<file path="src/design/udcp_consts.svh">
`ifndef UDCP_CONSTS_SVH
`define UDCP_CONSTS_SVH

// ----------------------------------------------------------------
// Data widths and field positions
// ----------------------------------------------------------------
`define UDCP_DATA_W 14
`define UDCP_TW_W 32
`define UDCP_PROF_W 2
`define UDCP_MODE_W 2
`define UDCP_ADDR_W 4
`define UDCP_REG_W 32

// ----------------------------------------------------------------
// Register offsets
// ----------------------------------------------------------------
`define UDCP_REG_CTRL 4'h0
`define UDCP_REG_STATUS 4'h1
`define UDCP_REG_DIV 4'h2
`define UDCP_REG_TW0 4'h4
`define UDCP_REG_TW1 4'h5
`define UDCP_REG_TW2 4'h6
`define UDCP_REG_TW3 4'h7
`define UDCP_REG_ACC_TW 4'h8

// ----------------------------------------------------------------
// Control register fields
// ----------------------------------------------------------------
`define UDCP_CTRL_MODE_LSB 0
`define UDCP_CTRL_LOCKQ_BIT 2
`define UDCP_CTRL_PLLKEEP_BIT 3

// ----------------------------------------------------------------
// Reset values and timing
// ----------------------------------------------------------------
`define UDCP_CTRL_RST 32'h0000_0000
`define UDCP_DIV_RST 8'h04
`define UDCP_DIV_W 8
`define UDCP_TW_RST 32'h0000_0000

`endif

</file>
<file path="src/design/udcp_pkg.sv">
package udcp_pkg;

  // Operating modes; quadrature modulation is the reset mode.
  typedef enum logic [1:0] {
    UDCP_MODE_QUAD = 2'h0,
    UDCP_MODE_TONE = 2'h1,
    UDCP_MODE_IDAC = 2'h2
  } udcp_mode_t;

endpackage

</file>
<file path="src/design/udcp_port.sv">
//
// Overview of operation
// Differential select picks paired reference input.
// Power-down stops logic, PLL may stay. Here profile-change and strobe tuning word loads still run during power-down.
// High reset input forces default state.
// Lock output follows PLL lock live.
// Overflow output shows interpolator overflow.
// Shared pin drives data clock outside tone.
// Tone mode: pin is update strobe input.
// Profile switch activates tuning word directly.
// Gate low substitutes zeros for I/Q.
// First word after gate is I.
// Three modes, quadrature by default.
// Mode chosen only by control register.
// Sinc and scale usable every mode.
// Quadrature: I and Q issued together.
// Host words align to data clock.
// Modulator multiplies I,Q by carriers.
// Tone mode: cosine source, paths off.
// DAC mode: Q path and DDS off.
// DAC mode: one I word per clock.
// DAC mode: baseband, no modulation.
// Host keeps gate even clock intervals.
// Host words are 14-bit twos complement.
// Update happens on strobe rising edge.
// Data clock continuous, optionally lock-qualified.
// Pairing restarts at I on gate.
// Pin direction changes only with mode.
//
// Strobed register access and the register offsets were decided locally.
`timescale 1ns/1ps
`default_nettype none

`include "udcp_consts.svh"

module udcp_port
  import udcp_pkg::*;
(
  // Clock and reset
  input wire logic ref_clk_i,
  input wire logic rst_n_i,
  // Device pins
  input wire logic hw_reset_i,
  input wire logic diff_ref_clock_in_select_i,
  input wire logic digital_powerdown_i,
  input wire logic pll_lock_raw_i,
  input wire logic interp_overflow_raw_i,
  input wire logic transmit_gate_i,
  input wire logic [1:0] profile_select_i,
  input wire logic [`UDCP_DATA_W-1:0] parallel_data_bus_i,
  input wire logic data_clock_or_update_pin_i,
  output logic data_clock_or_update_pin_o,
  output logic data_clock_or_update_pin_oe_o,
  output logic pll_lock_o,
  output logic interp_overflow_o,
  output logic ref_clock_in_diff_mode_o,
  output logic pll_keep_o,
  // Register port
  input wire logic [`UDCP_ADDR_W-1:0] reg_addr_i,
  input wire logic [`UDCP_REG_W-1:0] reg_wdata_i,
  input wire logic reg_wr_i,
  input wire logic reg_rd_i,
  output logic [`UDCP_REG_W-1:0] reg_rdata_o,
  // Sample stream to the signal path
  output logic sample_valid_o,
  output logic [`UDCP_DATA_W-1:0] sample_i_o,
  output logic [`UDCP_DATA_W-1:0] sample_q_o,
  output logic i_path_en_o,
  output logic q_path_en_o,
  output logic dds_en_o,
  output logic modulator_en_o,
  output logic post_stages_en_o,
  output logic [`UDCP_TW_W-1:0] acc_tuning_word_o,
  output logic tw_load_o
);

  // ----------------------------------------------------------------
  // Pin synchronisers
  // ----------------------------------------------------------------
  logic hw_reset_s, pd_s, lock_s, ovf_s, gate_s, gate_rise, fud_rise;
  logic diff_s, ps0_s, ps1_s;

  udcp_sync u_sync_rst (.clk_i(ref_clk_i), .rst_n_i(rst_n_i),
    .async_i(hw_reset_i), .level_o(hw_reset_s), .rise_o());
  udcp_sync u_sync_pd (.clk_i(ref_clk_i), .rst_n_i(rst_n_i),
    .async_i(digital_powerdown_i), .level_o(pd_s), .rise_o());
  udcp_sync u_sync_lock (.clk_i(ref_clk_i), .rst_n_i(rst_n_i),
    .async_i(pll_lock_raw_i), .level_o(lock_s), .rise_o());
  udcp_sync u_sync_ovf (.clk_i(ref_clk_i), .rst_n_i(rst_n_i),
    .async_i(interp_overflow_raw_i), .level_o(ovf_s), .rise_o());
  udcp_sync u_sync_gate (.clk_i(ref_clk_i), .rst_n_i(rst_n_i),
    .async_i(transmit_gate_i), .level_o(gate_s), .rise_o(gate_rise));
  udcp_sync u_sync_fud (.clk_i(ref_clk_i), .rst_n_i(rst_n_i),
    .async_i(data_clock_or_update_pin_i), .level_o(), .rise_o(fud_rise));
  udcp_sync u_sync_diff (.clk_i(ref_clk_i), .rst_n_i(rst_n_i),
    .async_i(diff_ref_clock_in_select_i), .level_o(diff_s), .rise_o());
  udcp_sync u_sync_ps0 (.clk_i(ref_clk_i), .rst_n_i(rst_n_i),
    .async_i(profile_select_i[0]), .level_o(ps0_s), .rise_o());
  udcp_sync u_sync_ps1 (.clk_i(ref_clk_i), .rst_n_i(rst_n_i),
    .async_i(profile_select_i[1]), .level_o(ps1_s), .rise_o());

  // Data bus is sampled twice as well; the host holds it stable around the clock edge.
  logic [`UDCP_DATA_W-1:0] data_m_q, data_s_q;
  always_ff @(posedge ref_clk_i or negedge rst_n_i) begin
    if (!rst_n_i) begin
      data_m_q <= '0;
      data_s_q <= '0;
    end else begin
      data_m_q <= parallel_data_bus_i;
      data_s_q <= data_m_q;
    end
  end

  // ----------------------------------------------------------------
  // Registers
  // ----------------------------------------------------------------
  logic [`UDCP_REG_W-1:0] ctrl_q;
  logic [`UDCP_DIV_W-1:0] div_q;
  logic [`UDCP_TW_W-1:0] tw_q [4];
  logic [`UDCP_TW_W-1:0] acc_tw_q;
  logic soft_rst;
  udcp_mode_t mode;
  logic lock_qual, run_digital;
  logic pclk_oe_q, pair_q_q;
  logic [2:0] oe_hist_q;

  // The hardware reset pin clears state synchronously, like a second reset.
  assign soft_rst = hw_reset_s;
  assign run_digital = !pd_s;

  // Unknown mode codes fall back to quadrature modulation.
  always_comb begin
    case (ctrl_q[`UDCP_CTRL_MODE_LSB +: `UDCP_MODE_W])
      2'h1: mode = UDCP_MODE_TONE;
      2'h2: mode = UDCP_MODE_IDAC;
      default: mode = UDCP_MODE_QUAD;
    endcase
  end

  // Control, divider and profile tuning words written by software.
  always_ff @(posedge ref_clk_i or negedge rst_n_i) begin
    if (!rst_n_i) begin
      ctrl_q <= `UDCP_CTRL_RST;
      div_q <= `UDCP_DIV_RST;
      for (int k = 0; k < 4; k++) tw_q[k] <= `UDCP_TW_RST;
    end else if (soft_rst) begin
      ctrl_q <= `UDCP_CTRL_RST;
      div_q <= `UDCP_DIV_RST;
      for (int k = 0; k < 4; k++) tw_q[k] <= `UDCP_TW_RST;
    end else if (reg_wr_i) begin
      if (reg_addr_i == `UDCP_REG_CTRL) begin
        ctrl_q <= reg_wdata_i;
      end else if (reg_addr_i == `UDCP_REG_DIV) begin
        div_q <= reg_wdata_i[`UDCP_DIV_W-1:0];
      end else if (reg_addr_i[3:2] == 2'b01) begin
        tw_q[reg_addr_i[1:0]] <= reg_wdata_i;
      end
    end
  end

  // Read data stands one cycle after the read strobe only.
  always_ff @(posedge ref_clk_i or negedge rst_n_i) begin
    if (!rst_n_i) begin
      reg_rdata_o <= '0;
    end else if (reg_rd_i) begin
      if (reg_addr_i == `UDCP_REG_CTRL) begin
        reg_rdata_o <= ctrl_q;
      end else if (reg_addr_i == `UDCP_REG_STATUS) begin
        reg_rdata_o <= {26'h0, pclk_oe_q, pair_q_q, gate_s, pd_s, ovf_s, lock_s};
      end else if (reg_addr_i == `UDCP_REG_DIV) begin
        reg_rdata_o <= {24'h0, div_q};
      end else if (reg_addr_i[3:2] == 2'b01) begin
        reg_rdata_o <= tw_q[reg_addr_i[1:0]];
      end else if (reg_addr_i == `UDCP_REG_ACC_TW) begin
        reg_rdata_o <= acc_tw_q;
      end else begin
        reg_rdata_o <= '0;
      end
    end else begin
      reg_rdata_o <= '0;
    end
  end

  // ----------------------------------------------------------------
  // Status pins and reference select
  // ----------------------------------------------------------------
  assign pll_lock_o = lock_s;
  assign interp_overflow_o = ovf_s;
  assign ref_clock_in_diff_mode_o = diff_s;
  assign pll_keep_o = ctrl_q[`UDCP_CTRL_PLLKEEP_BIT];

  // ----------------------------------------------------------------
  // Shared pin and data clock
  // ----------------------------------------------------------------
  logic pclk, pclk_rise, div_run;

  // Clock runs while powered, out of hardware reset and not in tone mode, gated by lock if asked.
  assign lock_qual = !ctrl_q[`UDCP_CTRL_LOCKQ_BIT] || lock_s;
  assign div_run = run_digital && !soft_rst && (mode != UDCP_MODE_TONE) && lock_qual;

  udcp_clkdiv u_clkdiv (
    .clk_i(ref_clk_i),
    .rst_n_i(rst_n_i),
    .run_i(div_run),
    .half_i(div_q),
    .pclk_o(pclk),
    .rise_o(pclk_rise)
  );

  // Direction follows only the mode, so gate or lock never flips it.
  always_ff @(posedge ref_clk_i or negedge rst_n_i) begin
    if (!rst_n_i) begin
      pclk_oe_q <= 1'b1;
    end else begin
      pclk_oe_q <= (mode != UDCP_MODE_TONE);
    end
  end

  // The last data clock edges still sit in the strobe synchroniser after the turn,
  // so strobe edges count only once the pin has been an input for three cycles.
  always_ff @(posedge ref_clk_i or negedge rst_n_i) begin
    if (!rst_n_i) begin
      oe_hist_q <= 3'h7;
    end else begin
      oe_hist_q <= {oe_hist_q[1:0], pclk_oe_q};
    end
  end

  assign data_clock_or_update_pin_o = pclk_oe_q & pclk;
  assign data_clock_or_update_pin_oe_o = pclk_oe_q;

  // ----------------------------------------------------------------
  // Word assembler
  // ----------------------------------------------------------------
  logic [`UDCP_DATA_W-1:0] hold_i_q;
  logic take;

  // A word is latched on each internal data clock rising edge while gated, except in the cycle the gate rise is seen.
  assign take = pclk_rise && gate_s && !gate_rise;

  // Pairing restarts at I on every gate rise; zeros flow while gate is low.
  always_ff @(posedge ref_clk_i or negedge rst_n_i) begin
    if (!rst_n_i) begin
      pair_q_q <= 1'b0;
      hold_i_q <= '0;
      sample_valid_o <= 1'b0;
      sample_i_o <= '0;
      sample_q_o <= '0;
    end else if (soft_rst || !run_digital || !gate_s || gate_rise) begin
      pair_q_q <= 1'b0;
      hold_i_q <= '0;
      sample_valid_o <= pclk_rise && run_digital && !soft_rst;
      sample_i_o <= '0;
      sample_q_o <= '0;
    end else if (mode == UDCP_MODE_QUAD) begin
      sample_valid_o <= 1'b0;
      if (take && !pair_q_q) begin
        hold_i_q <= data_s_q;
        pair_q_q <= 1'b1;
      end else if (take) begin
        sample_i_o <= hold_i_q;
        sample_q_o <= data_s_q;
        sample_valid_o <= 1'b1;
        pair_q_q <= 1'b0;
      end
    end else if (mode == UDCP_MODE_IDAC) begin
      sample_valid_o <= take;
      pair_q_q <= 1'b0;
      if (take) begin
        sample_i_o <= data_s_q;
        sample_q_o <= '0;
      end
    end else begin
      sample_valid_o <= 1'b0;
      sample_i_o <= '0;
      sample_q_o <= '0;
    end
  end

  // Path enables handed to the filter, DDS and modulator stages.
  assign i_path_en_o = run_digital && (mode != UDCP_MODE_TONE);
  assign q_path_en_o = run_digital && (mode == UDCP_MODE_QUAD);
  assign dds_en_o = run_digital && (mode != UDCP_MODE_IDAC);
  assign modulator_en_o = run_digital && (mode == UDCP_MODE_QUAD);
  assign post_stages_en_o = run_digital;

  // ----------------------------------------------------------------
  // Tuning word transfer
  // ----------------------------------------------------------------
  logic [1:0] prof_q;
  logic [1:0] prof_now;
  assign prof_now = {ps1_s, ps0_s};

  // Profile changes load at once; in tone mode the strobe edge loads too.
  always_ff @(posedge ref_clk_i or negedge rst_n_i) begin
    if (!rst_n_i) begin
      prof_q <= 2'h0;
      acc_tw_q <= `UDCP_TW_RST;
      tw_load_o <= 1'b0;
    end else if (soft_rst) begin
      prof_q <= prof_now;
      acc_tw_q <= `UDCP_TW_RST;
      tw_load_o <= 1'b0;
    end else begin
      prof_q <= prof_now;
      tw_load_o <= 1'b0;
      if (prof_now != prof_q) begin
        acc_tw_q <= tw_q[prof_now];
        tw_load_o <= 1'b1;
      end else if (fud_rise && mode == UDCP_MODE_TONE && !pclk_oe_q && oe_hist_q == 3'h0) begin
        acc_tw_q <= tw_q[prof_now];
        tw_load_o <= 1'b1;
      end
    end
  end

  assign acc_tuning_word_o = acc_tw_q;

endmodule

`default_nettype wire

</file>
<file path="src/design/udcp_sync.sv">
`timescale 1ns/1ps
`default_nettype none

// Two flop synchroniser with a rising edge pulse taken from the second stage.
module udcp_sync (
  // Clock and reset
  input wire logic clk_i,
  input wire logic rst_n_i,
  // Asynchronous level in, synchronous level and edge out
  input wire logic async_i,
  output logic level_o,
  output logic rise_o
);

  logic meta_q;
  logic sync_q;
  logic prev_q;

  // First stage feeds only the second stage.
  always_ff @(posedge clk_i or negedge rst_n_i) begin
    if (!rst_n_i) begin
      meta_q <= 1'b0;
      sync_q <= 1'b0;
      prev_q <= 1'b0;
    end else begin
      meta_q <= async_i;
      sync_q <= meta_q;
      prev_q <= sync_q;
    end
  end

  assign level_o = sync_q;
  assign rise_o = sync_q & ~prev_q;

endmodule

`default_nettype wire

</file>
<file path="src/design/udcp_clkdiv.sv">
`timescale 1ns/1ps
`default_nettype none

`include "udcp_consts.svh"

// Divider that makes the parallel data clock and its rising edge enable.
module udcp_clkdiv (
  // Clock and reset
  input wire logic clk_i,
  input wire logic rst_n_i,
  // Control
  input wire logic run_i,
  input wire logic [`UDCP_DIV_W-1:0] half_i,
  // Outputs
  output logic pclk_o,
  output logic rise_o
);

  logic [`UDCP_DIV_W-1:0] cnt_q;
  logic [`UDCP_DIV_W-1:0] half_eff;

  // A half period of zero would wrap the compare limit to 255, so it counts as one.
  assign half_eff = (half_i == '0) ? `UDCP_DIV_W'(1) : half_i;
  assign rise_o = run_i && !pclk_o && (cnt_q >= half_eff - `UDCP_DIV_W'(1));

  // Toggle the clock every half period while running; park low otherwise.
  always_ff @(posedge clk_i or negedge rst_n_i) begin
    if (!rst_n_i) begin
      cnt_q <= '0;
      pclk_o <= 1'b0;
    end else if (!run_i) begin
      cnt_q <= '0;
      pclk_o <= 1'b0;
    end else if (cnt_q >= half_eff - `UDCP_DIV_W'(1)) begin
      cnt_q <= '0;
      pclk_o <= ~pclk_o;
    end else begin
      cnt_q <= cnt_q + `UDCP_DIV_W'(1);
    end
  end

endmodule

`default_nettype wire

</file>
<file path="config.mk">
export PLATFORM = sky130hd
export DESIGN_NAME = udcp_port
export DESIGN_NICKNAME = d
export VERILOG_FILES = /design/src/design/udcp_pkg.sv /design/src/design/udcp_port.sv /design/src/design/udcp_sync.sv /design/src/design/udcp_clkdiv.sv
export VERILOG_INCLUDE_DIRS = /design/src /design/src/design
export SDC_FILE = /design/constraint.sdc
export NUM_CORES = 1
export LEC_CHECK = 0
export ABC_AREA = 1
export BUFFER_PORTS_ARGS = -buffer_cell sky130_fd_sc_hd__buf_2
export CAP_MARGIN = 20
export CORE_UTILIZATION = 54
export CTS_BUF_LIST = sky130_fd_sc_hd__clkbuf_4 sky130_fd_sc_hd__clkbuf_8
export CTS_CLUSTER_DIAMETER = 150
export DETAILED_ROUTE_END_ITERATION = 8
export PLACE_DENSITY = 0.74
export SLEW_MARGIN = 5
export SYNTH_ARGS = -nofsm -noshare
export SYNTH_HDL_FRONTEND = slang
export SYNTH_SLANG_ARGS = --single-unit
</file>
<file path="constraint.sdc">
create_clock -name ref_clk_i -period 5.1 [get_ports ref_clk_i]
set_clock_uncertainty 0.1 [all_clocks]
set_input_delay 0.765 -clock ref_clk_i [delete_from_list [all_inputs] [get_ports ref_clk_i]]
set_output_delay 0.765 -clock ref_clk_i [all_outputs]
set_load 0.02 [all_outputs]
</file>
==> flow_summary_export.csv, run 1 <==
group,metric,value,unit
cts,cts.sinks,340,
power_and_ir_drop,combPwrFrac,0.106,
floorplanning,die-area,0.0292,sq mm
logic_synthesis,syn_inst,1757,
final_layout,final_cell_mix,"390 x nand2_1, 334 x dfrtp_1, 239 x o21ai_0, 178 x nand3_1, 166 x buf_2",
cts,cts_buffers,56,
routing,wl_met3,4.18,mm
cts,cts_tree,"done",
routing,via_per_inst,5.93,
logic_synthesis,synthTopCellsByArea,"dfrtp_1 54%, nand2_1 9.5%, o21ai_0 7.8%, nand3_1 5.8%, o22ai_1 4.0%",
sta,worst_pin_slew,1060,ps
routing,wl_met2,20.6,mm
routing,vias,13647,
worst_setup_path,rrSetupSlack,1330,ps
cts,clkLatencyLatePin,600,ps
logic_synthesis,avgSynthCellArea,8.77,sq um
logic_synthesis,synth_top_area_share,0.544,
grt,grt_max_degree,141,
logic_synthesis,synth.distinct_cells,43,
logic_synthesis,async_reset_ff_frac,1.00,
cts,hold_buffers,0,
final_layout,area_growth,13.8,%
power_and_ir_drop,leakage,8.52,nW
grt,grt_pass1_vias,13121,
final_layout,final_common_cell,"nand2_1",
cts,htreeDepth,2,
power_and_ir_drop,p_seq_frac,0.484,
sta,fmax,265,MHz
worst_setup_path,cp_common_cell,"nand2_1",
final_layout,num_antenna_cells,0,
routing,drt_iter0_markers,1791,
logic_synthesis,ys.flop_type,"dfrtp_1",
worst_setup_path,start_kind,"flop",
placed_design,dp_hpwl,26.4,mm
routing,totalWireLength,44.3,mm
cts,ctsResizeCount,0,
final_layout,drive_gt1_frac,0.181,
worst_setup_path,max_stage_delay,590,ps
logic_synthesis,synth_area,0.0154,sq mm
floorplanning,die_w,171,um
worst_setup_path,critPathBufInv,2,
worst_setup_path,cp-end-kind,"flop",
sta,slew_headroom,0.294,
floorplanning,io-pin-count,168,
worst_setup_path,path_delay_family,"simple AND/OR/NAND/NOR gates",
floorplanning,die_y,171,um
routing,m1WireLength,18.1,mm
power_and_ir_drop,swShare,0.269,
logic_synthesis,seq_area_frac_synth,0.553,
final_layout,fin_nets,1958,
sta,tns,0,ps
routing,avgRoutedWirePerCell,19.3,um
cts,clk_pin_slew,60,ps
logic_synthesis,yosysTopAreaCell,"dfrtp_1",
final_layout,num-fill-cells,2420,
worst_setup_path,path_class,"flop to flop",
worst_setup_path,cp.required,5530,ps
worst_setup_path,path_cells,"inv_1 > nand2_1 > nor2_1 > a21oi_1 > ha_1 > nand3_1 > xor2_1 > inv_1 > ha_1 > nand2_1 > nor2_1 > nand2_1 > nand2_1 > nand3_4 > nand2_4 > nand2_1 > nand2_1",
routing,dr.pass1.iters,8,
routing,ant_nets,0,
floorplanning,initial_core_util,0.552,
sta,fin_crit_sh,0.739,
routing,topRoutingLayerUsed,"met4",
routing,drc,0,
sta,layout_min_cycle_time,3770,ps
grt,globalRouteOverflowTotal,0,
power_and_ir_drop,p_int,4.31,mW
placed_design,port_buffers,167,
cts,cts_buffer_depth,3,
cts,postCtsSetupBuffers,0,
logic_synthesis,synth_warnings,0,
sta,hold_viol,0,
power_and_ir_drop,clkPwrFrac,0.410,
logic_synthesis,synth_edf_count,0,
sta,drv_slew,0,
run,drv_cap,0,
final_layout,fin_util,0.628,
hold_path,hp-class,"input port to async pin",
logic_synthesis,syn_nets,1832,
sta,setup_viol,0,
worst_setup_path,critPathSlowestCell,"nand3_4",
grt,grt_usage,0.306,
logic_synthesis,ys_ff_latch,340,
status,status,"finished, final reports clean",
floorplanning,core,0.0279,sq mm
sta,rsz0062_at_grt,"false",
floorplanning,num_rows,61,
cts,root_buffer,"clkbuf_8",
power_and_ir_drop,powerDensity,336,mW/mm^2
grt,antenna_found_initial,0,
power_and_ir_drop,irDropWorstVdd,180,uV
worst_setup_path,critPathMaxFanout,58,
grt,grt_pass1_wl,69.8,mm
worst_setup_path,critPathArrivalTime,4190,ps
power_and_ir_drop,p_sw,1.59,mW
placed_design,globalplace.congestion,0.898,
==> sequential cells by signal, summed over array words and instances (netlist names), 2 cells and up <==
register           count
sample_q_o            14
hold_i_q              14
tw_q                 128
prof_q                 2
ctrl_q                32
oe_hist_q              3
data_m_q              14
sample_i_o            14
div_q                  8
u_clkdiv.cnt_q         8
data_s_q              14
reg_rdata_o           32
acc_tuning_word_o     32
==> cells in the mapped netlist, drive strengths merged (5+ instances only) <==
master	instances
a22oi	6
nor2	111
clkbuf	56
a21oi	62
nand4	34
dfrtp	335
xor2	8
inv	89
nand3	199
o21ai	255
o22ai	99
buf	68
ha	12
dfstp	5
nand2	397
nor3	7
==> cells by family after synthesis <==
family	Yosys count	synth area share
compound gates	427	0.151
buf+inv	216	0.0623
fa+ha+maj	12	0.00974
flops	340	0.553
simple gates	752	0.219
xor+xnor	10	0.00568
==> stage by stage <==
stage | hold WS, ps | cell area (sq um) | setup slack [ps] | power [mW] | instances
6_report | 172 | 17500 | 1330 | 5.90 | 2300
5_1_grt | 157 | 17500 | 1060 | 6.12 | 2300
4_1_cts | 144 | 17500 | 1390 | 5.92 | 2298
3_5_place_dp | 235 | 16400 | 1360 | 3.51 | 2201
3_3_place_gp | 233 | 16300 | 1540 | 3.50 | 2200
2_1_floorplan | 231 | 15400 | 2370 | 3.26 | 1757
==> power groups by stage <==
stage | combinational, mW | sequential, mW | clock, mW
finish | 0.627 | 2.85 | 2.41
global route | 0.688 | 2.86 | 2.57
CTS | 0.618 | 2.85 | 2.45
detailed placement | 0.616 | 2.90 | 0
global placement | 0.603 | 2.90 | 0
floorplan | 0.332 | 2.92 | 0
==> area by class of cell <==
class                           count  area, sq um  area share
Clock inverter                      8         48.8     0.00278
Timing Repair Buffer              192         1130      0.0645
Multi-Input combinational cell   1201         5940       0.338
Tap cell                          378          473      0.0270
Inverter                           92          350      0.0200
Clock buffer                       89         1090      0.0620
Sequential cell                   340         8520       0.485
==> worst paths after layout <==
path                                             startpoint                      endpoint  cells after the start
min in group ref_clk_i                  profile_select_i[0]   u_sync_ps0.meta_q$_DFF_PN0_                      1
worst min-delay path                                rst_n_i   u_clkdiv.cnt_q[3]$_DFF_PN0_                      1
worst min register to register  u_sync_ps0.meta_q$_DFF_PN0_  u_sync_ps0.level_o$_DFF_PN0_                      0
max in group asynchronous                           rst_n_i          tw_q[37]$_DFFE_PN0P_                      2
worst max-delay path                   div_q[2]$_DFFE_PN1P_     sample_q_o[3]$_DFFE_PN0P_                     17
worst max register to register         div_q[2]$_DFFE_PN1P_     sample_q_o[3]$_DFFE_PN0P_                     17
==> metal layers <==
metal / global-route usage / up-vias
met2: 0.481 / 811
met5: 0 / -
met4: 0.131 / 0
met1: 0.420 / 6512
met3: 0.0532 / 113
li1: - / 6211
No activity file was read; power rests on OpenSTA's default activity.
==> inputs of run 2 (changes only) <==
==> constraint.sdc (replaced) <==
create_clock -name ref_clk_i -period 3.9 [get_ports ref_clk_i]
set_clock_uncertainty 0.1 [all_clocks]
set_input_delay 0.585 -clock ref_clk_i [delete_from_list [all_inputs] [get_ports ref_clk_i]]
set_output_delay 0.585 -clock ref_clk_i [all_outputs]
set_load 0.02 [all_outputs]
==> flow_summary_export.csv, run 2 (synthesis gave the netlist of run 1 again) <==
group,metric,value,unit
status,status,"finished, final reports clean",
final_layout,final_cell_mix,"390 x nand2_1, 334 x dfrtp_1, 239 x o21ai_0, 178 x nand3_1, 166 x buf_2",
worst_setup_path,critPathMaxFanout,29,
worst_setup_path,timing.rr.start,"div_q[2]$_DFFE_PN1P_",
floorplanning,die_w,171,um
placed_design,globalplace.congestion,0.888,
final_layout,area_growth,15.3,%
cts,cts.sinks,340,
power_and_ir_drop,irDropWorstVdd,238,uV
worst_setup_path,path_class,"flop to flop",
worst_setup_path,cp-end-kind,"flop",
hold_path,hold_depth,1,
worst_setup_path,reg2reg_depth,17,
worst_setup_path,critPathSlowestCell,"dfstp_2",
routing,drc,0,
final_layout,seqCellArea,0.00852,sq mm
sta,tns,0,ps
final_layout,design_area,0.0178,sq mm
cts,cts_tree,"done",
floorplanning,core,0.0279,sq mm
worst_setup_path,r2r_end,"sample_i_o[6]$_DFFE_PN0P_",
final_layout,fin_nets,1990,
final_layout,drive_gt1_frac,0.182,
hold_path,hp-class,"input port to flop",
sta,fin_crit_sh,0.869,
sta,setup_ws,510,ps
routing,via_per_inst,5.97,
worst_setup_path,path_cells,"inv_1 > nand2_1 > nor2_1 > a21oi_1 > ha_1 > nand2_1 > xor2_1 > inv_1 > ha_1 > nand2_1 > o21a_1 > nand2_1 > nand2_2 > nand2_4 > nand2_4 > nand2_1 > nand2_1",
grt,grt_usage,0.312,
cts,root_buffer,"clkbuf_8",
final_layout,num_antenna_cells,0,
grt,antenna_found_initial,0,
sta,setup_viol,0,
final_layout,largest_reg_flops,128,
worst_setup_path,cp_common_cell,"nand2_1",
cts,clkLatencyLatePin,610,ps
routing,drt_iter0_markers,1723,
worst_setup_path,start_kind,"flop",
cts,cts_buffers,55,
routing,vias,13913,
final_layout,final_common_cell,"nand2_1",
sta,slew_headroom,0.349,
worst_setup_path,rrSetupSlack,510,ps
cts,htreeDepth,2,
hold_path,hold_start,"data_clock_or_update_pin_i",
floorplanning,num_rows,61,
power_and_ir_drop,powerDensity,430,mW/mm^2
floorplanning,io-pin-count,168,
worst_setup_path,critPathArrivalTime,3770,ps
grt,grt_pass1_wl,70.9,mm
placed_design,dp_hpwl,27.4,mm
sta,hold_viol,0,
final_layout,top_register,"tw_q",
hold_path,min_to,"u_sync_fud.meta_q$_DFF_PN0_",
grt,globalRouteOverflowTotal,0,
floorplanning,die_y,171,um
routing,avgRoutedWirePerCell,19.2,um
cts,ctsResizeCount,0,
grt,grt_max_degree,145,
routing,ant_nets,0,
power_and_ir_drop,p_total,7.64,mW
power_and_ir_drop,leakage,8.64,nW
placed_design,place_ws,494,ps
worst_setup_path,max_stage_delay,540,ps
sta,rsz0062_at_grt,"false",
floorplanning,die-area,0.0292,sq mm
grt,grt_pass1_vias,13257,
cts,cts_buffer_depth,3,
sta,fmax,295,MHz
run,drv_cap,0,
floorplanning,initial_core_util,0.552,
placed_design,place_area,0.0164,sq mm
sta,drv_slew,0,
final_layout,fin_util,0.636,
routing,totalWireLength,44.9,mm
final_layout,num-fill-cells,2416,
sta,worst_pin_slew,975,ps
sta,layout_min_cycle_time,3390,ps
final_layout,multi_input_area,0.00594,sq mm
cts,clk_pin_slew,60,ps
routing,dr.pass1.iters,6,
worst_setup_path,cp.required,4280,ps
placed_design,port_buffers,167,
run 2: stage by stage:
step	hold WS, ps	instances
global placement	232	2213
detailed placement	235	2213
floorplan	189	1757
global route	8.33	2331
CTS	2.21	2330
finish	25.5	2331
run 2: report_power, final:
part	switching (mW)	internal, mW	total [mW]
sequential	0.0794	3.65	3.73
clock	1.41	1.66	3.07
combinational	0.599	0.237	0.835
total	2.08	5.55	7.64
run 2: layout make-up:
cell class	instances	area share
clock buffer	82	0.0572
multi-input combinational	1201	0.334
timing repair buffer	225	0.0789
tap	378	0.0266
sequential	340	0.479
clock inverter	13	0.00416
inverter	92	0.0197
run 2: critical path, delay by kind of cell, from the launching register on:
family,cells,cell delay [ps]
flip-flops,1,540
XOR/XNOR,1,130
buffers and inverters,2,150
AO/OA/AOI/OAI,2,450
AND/OR/NAND/NOR,10,1420
adder cells (fa/ha/maj),2,520
run 2: routing by layer:
metal,track usage,part of all wire,up-vias
met5,0,0,-
met4,0.137,0.038,0
met3,0.0590,0.092,137
met2,0.484,0.45,762
met1,0.429,0.42,6725
li1,-,-,6289
run 2: worst max-delay path by stage:
stage / start / to / slack (ps)
2_1_floorplan: div_q[2]$_DFFE_PN1P_ / sample_i_o[10]$_DFFE_PN0P_ / 1170
3_3_place_gp: div_q[2]$_DFFE_PN1P_ / sample_q_o[1]$_DFFE_PN0P_ / 670
3_5_place_dp: div_q[2]$_DFFE_PN1P_ / sample_q_o[12]$_DFFE_PN0P_ / 490
4_1_cts: div_q[2]$_DFFE_PN1P_ / sample_i_o[6]$_DFFE_PN0P_ / 520
5_1_grt: div_q[2]$_DFFE_PN1P_ / sample_q_o[8]$_DFFE_PN0P_ / 200
6_report: div_q[2]$_DFFE_PN1P_ / sample_i_o[6]$_DFFE_PN0P_ / 510
run 2: repair_timing:
| action | CTS | global route |
|---|---|---|
| endpoints found under the hold margin | 79 | 1 |
| setup buffers | 0 | 0 |
| hold buffers | 22 | 1 |
==> inputs of run 3 (changes only) <==
--- a/config.mk
+++ b/config.mk
@@ -11,10 +11,10 @@
 export CAP_MARGIN = 20
 export CORE_UTILIZATION = 54
 export CTS_BUF_LIST = sky130_fd_sc_hd__clkbuf_4 sky130_fd_sc_hd__clkbuf_8
-export CTS_CLUSTER_DIAMETER = 150
 export DETAILED_ROUTE_END_ITERATION = 8
 export PLACE_DENSITY = 0.74
 export SLEW_MARGIN = 5
 export SYNTH_ARGS = -nofsm -noshare
 export SYNTH_HDL_FRONTEND = slang
+export SYNTH_HIERARCHICAL = 1
 export SYNTH_SLANG_ARGS = --single-unit
==> flow_summary_export.csv, run 3 <==
group,metric,value,unit
floorplanning,io-pin-count,168,
cts,root_buffer,"clkbuf_8",
routing,vias,13837,
sta,fin_crit_sh,0.844,
final_layout,multi_input_area,0.00572,sq mm
routing,drt_iter0_markers,1533,
sta,hold_viol,0,
final_layout,drive_gt1_frac,0.173,
worst_setup_path,critPathMaxFanout,56,
final_layout,num-fill-cells,2391,
power_and_ir_drop,leakage,8.88,nW
sta,tns,0,ps
grt,grt_usage,0.307,
sta,slew_headroom,0.297,
power_and_ir_drop,p_total,7.83,mW
sta,setup_ws,607,ps
power_and_ir_drop,irDropWorstVdd,288,uV
routing,dr.pass1.iters,5,
cts,cts_tree,"done",
grt,globalRouteOverflowTotal,0,
final_layout,num_antenna_cells,0,
sta,fmax,304,MHz
worst_setup_path,cp.required,4280,ps
sta,hold_ws,22.9,ps
final_layout,seqCellArea,0.00852,sq mm
sta,setup_viol,0,
logic_synthesis,syn_inst,1844,
worst_setup_path,max_stage_delay,560,ps
worst_setup_path,path_cells,"inv_1 > nand2_1 > nor2_2 > nand2_1 > nand2_2 > inv_2 > ha_1 > nand2_1 > xnor2_1 > inv_1 > ha_1 > nand2_1 > a21oi_1 > nor2_4 > nand2_1 > nand2_1 > inv_1 > nand2_1 > a21oi_4 > buf_12 > nand2_1 > o21ai_0",
routing,totalWireLength,44.4,mm
grt,use_met2,0.494,
floorplanning,initial_core_util,0.552,
cts,cts_buffer_depth,3,
final_layout,final_common_cell,"nand2_1",
sta,drv_slew,0,
cts,cts.sinks,340,
sta,worst_pin_slew,1050,ps
final_layout,largest_reg_flops,128,
final_layout,area_growth,16.7,%
worst_setup_path,cp_common_cell,"nand2_1",
placed_design,port_buffers,167,
floorplanning,die_y,171,um
final_layout,top_register,"tw_q",
floorplanning,core,0.0280,sq mm
placed_design,dpl.cell_count,2317,
cts,ctsResizeCount,0,
final_layout,final_cell_mix,"480 x nand2_1, 334 x dfrtp_1, 201 x o21ai_0, 174 x inv_1, 166 x buf_2",
floorplanning,num_rows,61,
cts,clk_pin_slew,60,ps
floorplanning,die_w,171,um
grt,grt_max_degree,127,
grt,antenna_found_initial,1,
run,drv_cap,0,
floorplanning,die-area,0.0293,sq mm
status,status,"finished, final reports clean",
worst_setup_path,critPathSlowestCell,"dfstp_2",
worst_setup_path,cp-end-kind,"flop",
power_and_ir_drop,powerDensity,434,mW/mm^2
worst_setup_path,critPathArrivalTime,3680,ps
worst_setup_path,path_class,"flop to flop",
sta,rsz0062_at_grt,"false",
placed_design,globalplace.congestion,0.868,
grt,grtUsageMet3,0.0568,
logic_synthesis,syn_nets,1919,
worst_setup_path,start_kind,"flop",
sta,layout_min_cycle_time,3290,ps
routing,ant_nets,0,
final_layout,instances_no_fill,2438,
cts,clkLatencyLatePin,610,ps
grt,grt.busiest_layer,"met2",
cts,htreeDepth,2,
worst_setup_path,critPathBufInv,5,
grt,use_met1,0.413,
routing,avgRoutedWirePerCell,18.2,um
grt,grt_pass1_vias,13356,
hold_path,hp-class,"input port to flop",
logic_synthesis,synth_area,0.0155,sq mm
routing,via_per_inst,5.68,
routing,drc,0,
logic_synthesis,avgSynthCellArea,8.39,sq um
placed_design,place_ws,627,ps
grt,grt_pass1_wl,70.0,mm
final_layout,fin_nets,2093,
logic_synthesis,synth_warnings,6,
cts,cts_buffers,54,
placed_design,dp_hpwl,28.3,mm
worst_setup_path,path_delay_family,"simple AND/OR/NAND/NOR gates",
-- run 3: layout make-up --
class | instances | area share
clock buffers | 85 | 0.0603
repair buffers | 236 | 0.0821
multi-input cells | 1202 | 0.317
clock inverters | 13 | 0.00471
inverters | 184 | 0.0383
flip-flops and latches | 340 | 0.472
well taps | 378 | 0.0262
-- run 3: metrics by stage --
step,instance area [sq um],utilization
after floorplan,15500,-
after global placement,16600,0.594
after detailed placement,16600,0.594
after CTS,18000,0.642
after global routing,18100,0.645
final,18100,0.645
-- run 3: power by group --
| part | total (mW) | switching [mW] | internal [mW] |
|---|---|---|---|
| Sequential | 3.73 | 0.0758 | 3.65 |
| Clock | 3.21 | 1.43 | 1.78 |
| Combinational | 0.893 | 0.636 | 0.258 |
| Total | 7.83 | 2.14 | 5.69 |
-- run 3: what timing repair did --
item | 4_1_cts | 5_1_grt
setup buffers | 0 | 0
hold buffers | 18 | 4
hold endpoints to repair | 96 | 4
-- run 3: layer usage --
layer,vias up,share of wire
li1,6406,-
met1,6610,0.41
met2,702,0.46
met3,119,0.093
met4,0,0.032
met5,-,0
-- run 3: path summary, 6_finish.rpt --
path                                   startpoint                         to  slack (ps)  cells past startpoint
max                          div_q[2]$_DFFE_PN1P_  sample_q_o[6]$_DFFE_PN0P_         610                     22
min                        parallel_data_bus_i[3]      data_m_q[3]$_DFF_PN0_          20                      1
max reg2reg                  div_q[2]$_DFFE_PN1P_  sample_q_o[6]$_DFFE_PN0P_         610                     22
min reg2reg                 data_m_q[0]$_DFF_PN0_      data_s_q[0]$_DFF_PN0_         250                      0
max in group asynchronous                 rst_n_i      tw_q[114]$_DFFE_PN0P_        2230                      3
min in group asynchronous                 rst_n_i      tw_q[101]$_DFFE_PN0P_         530                      2
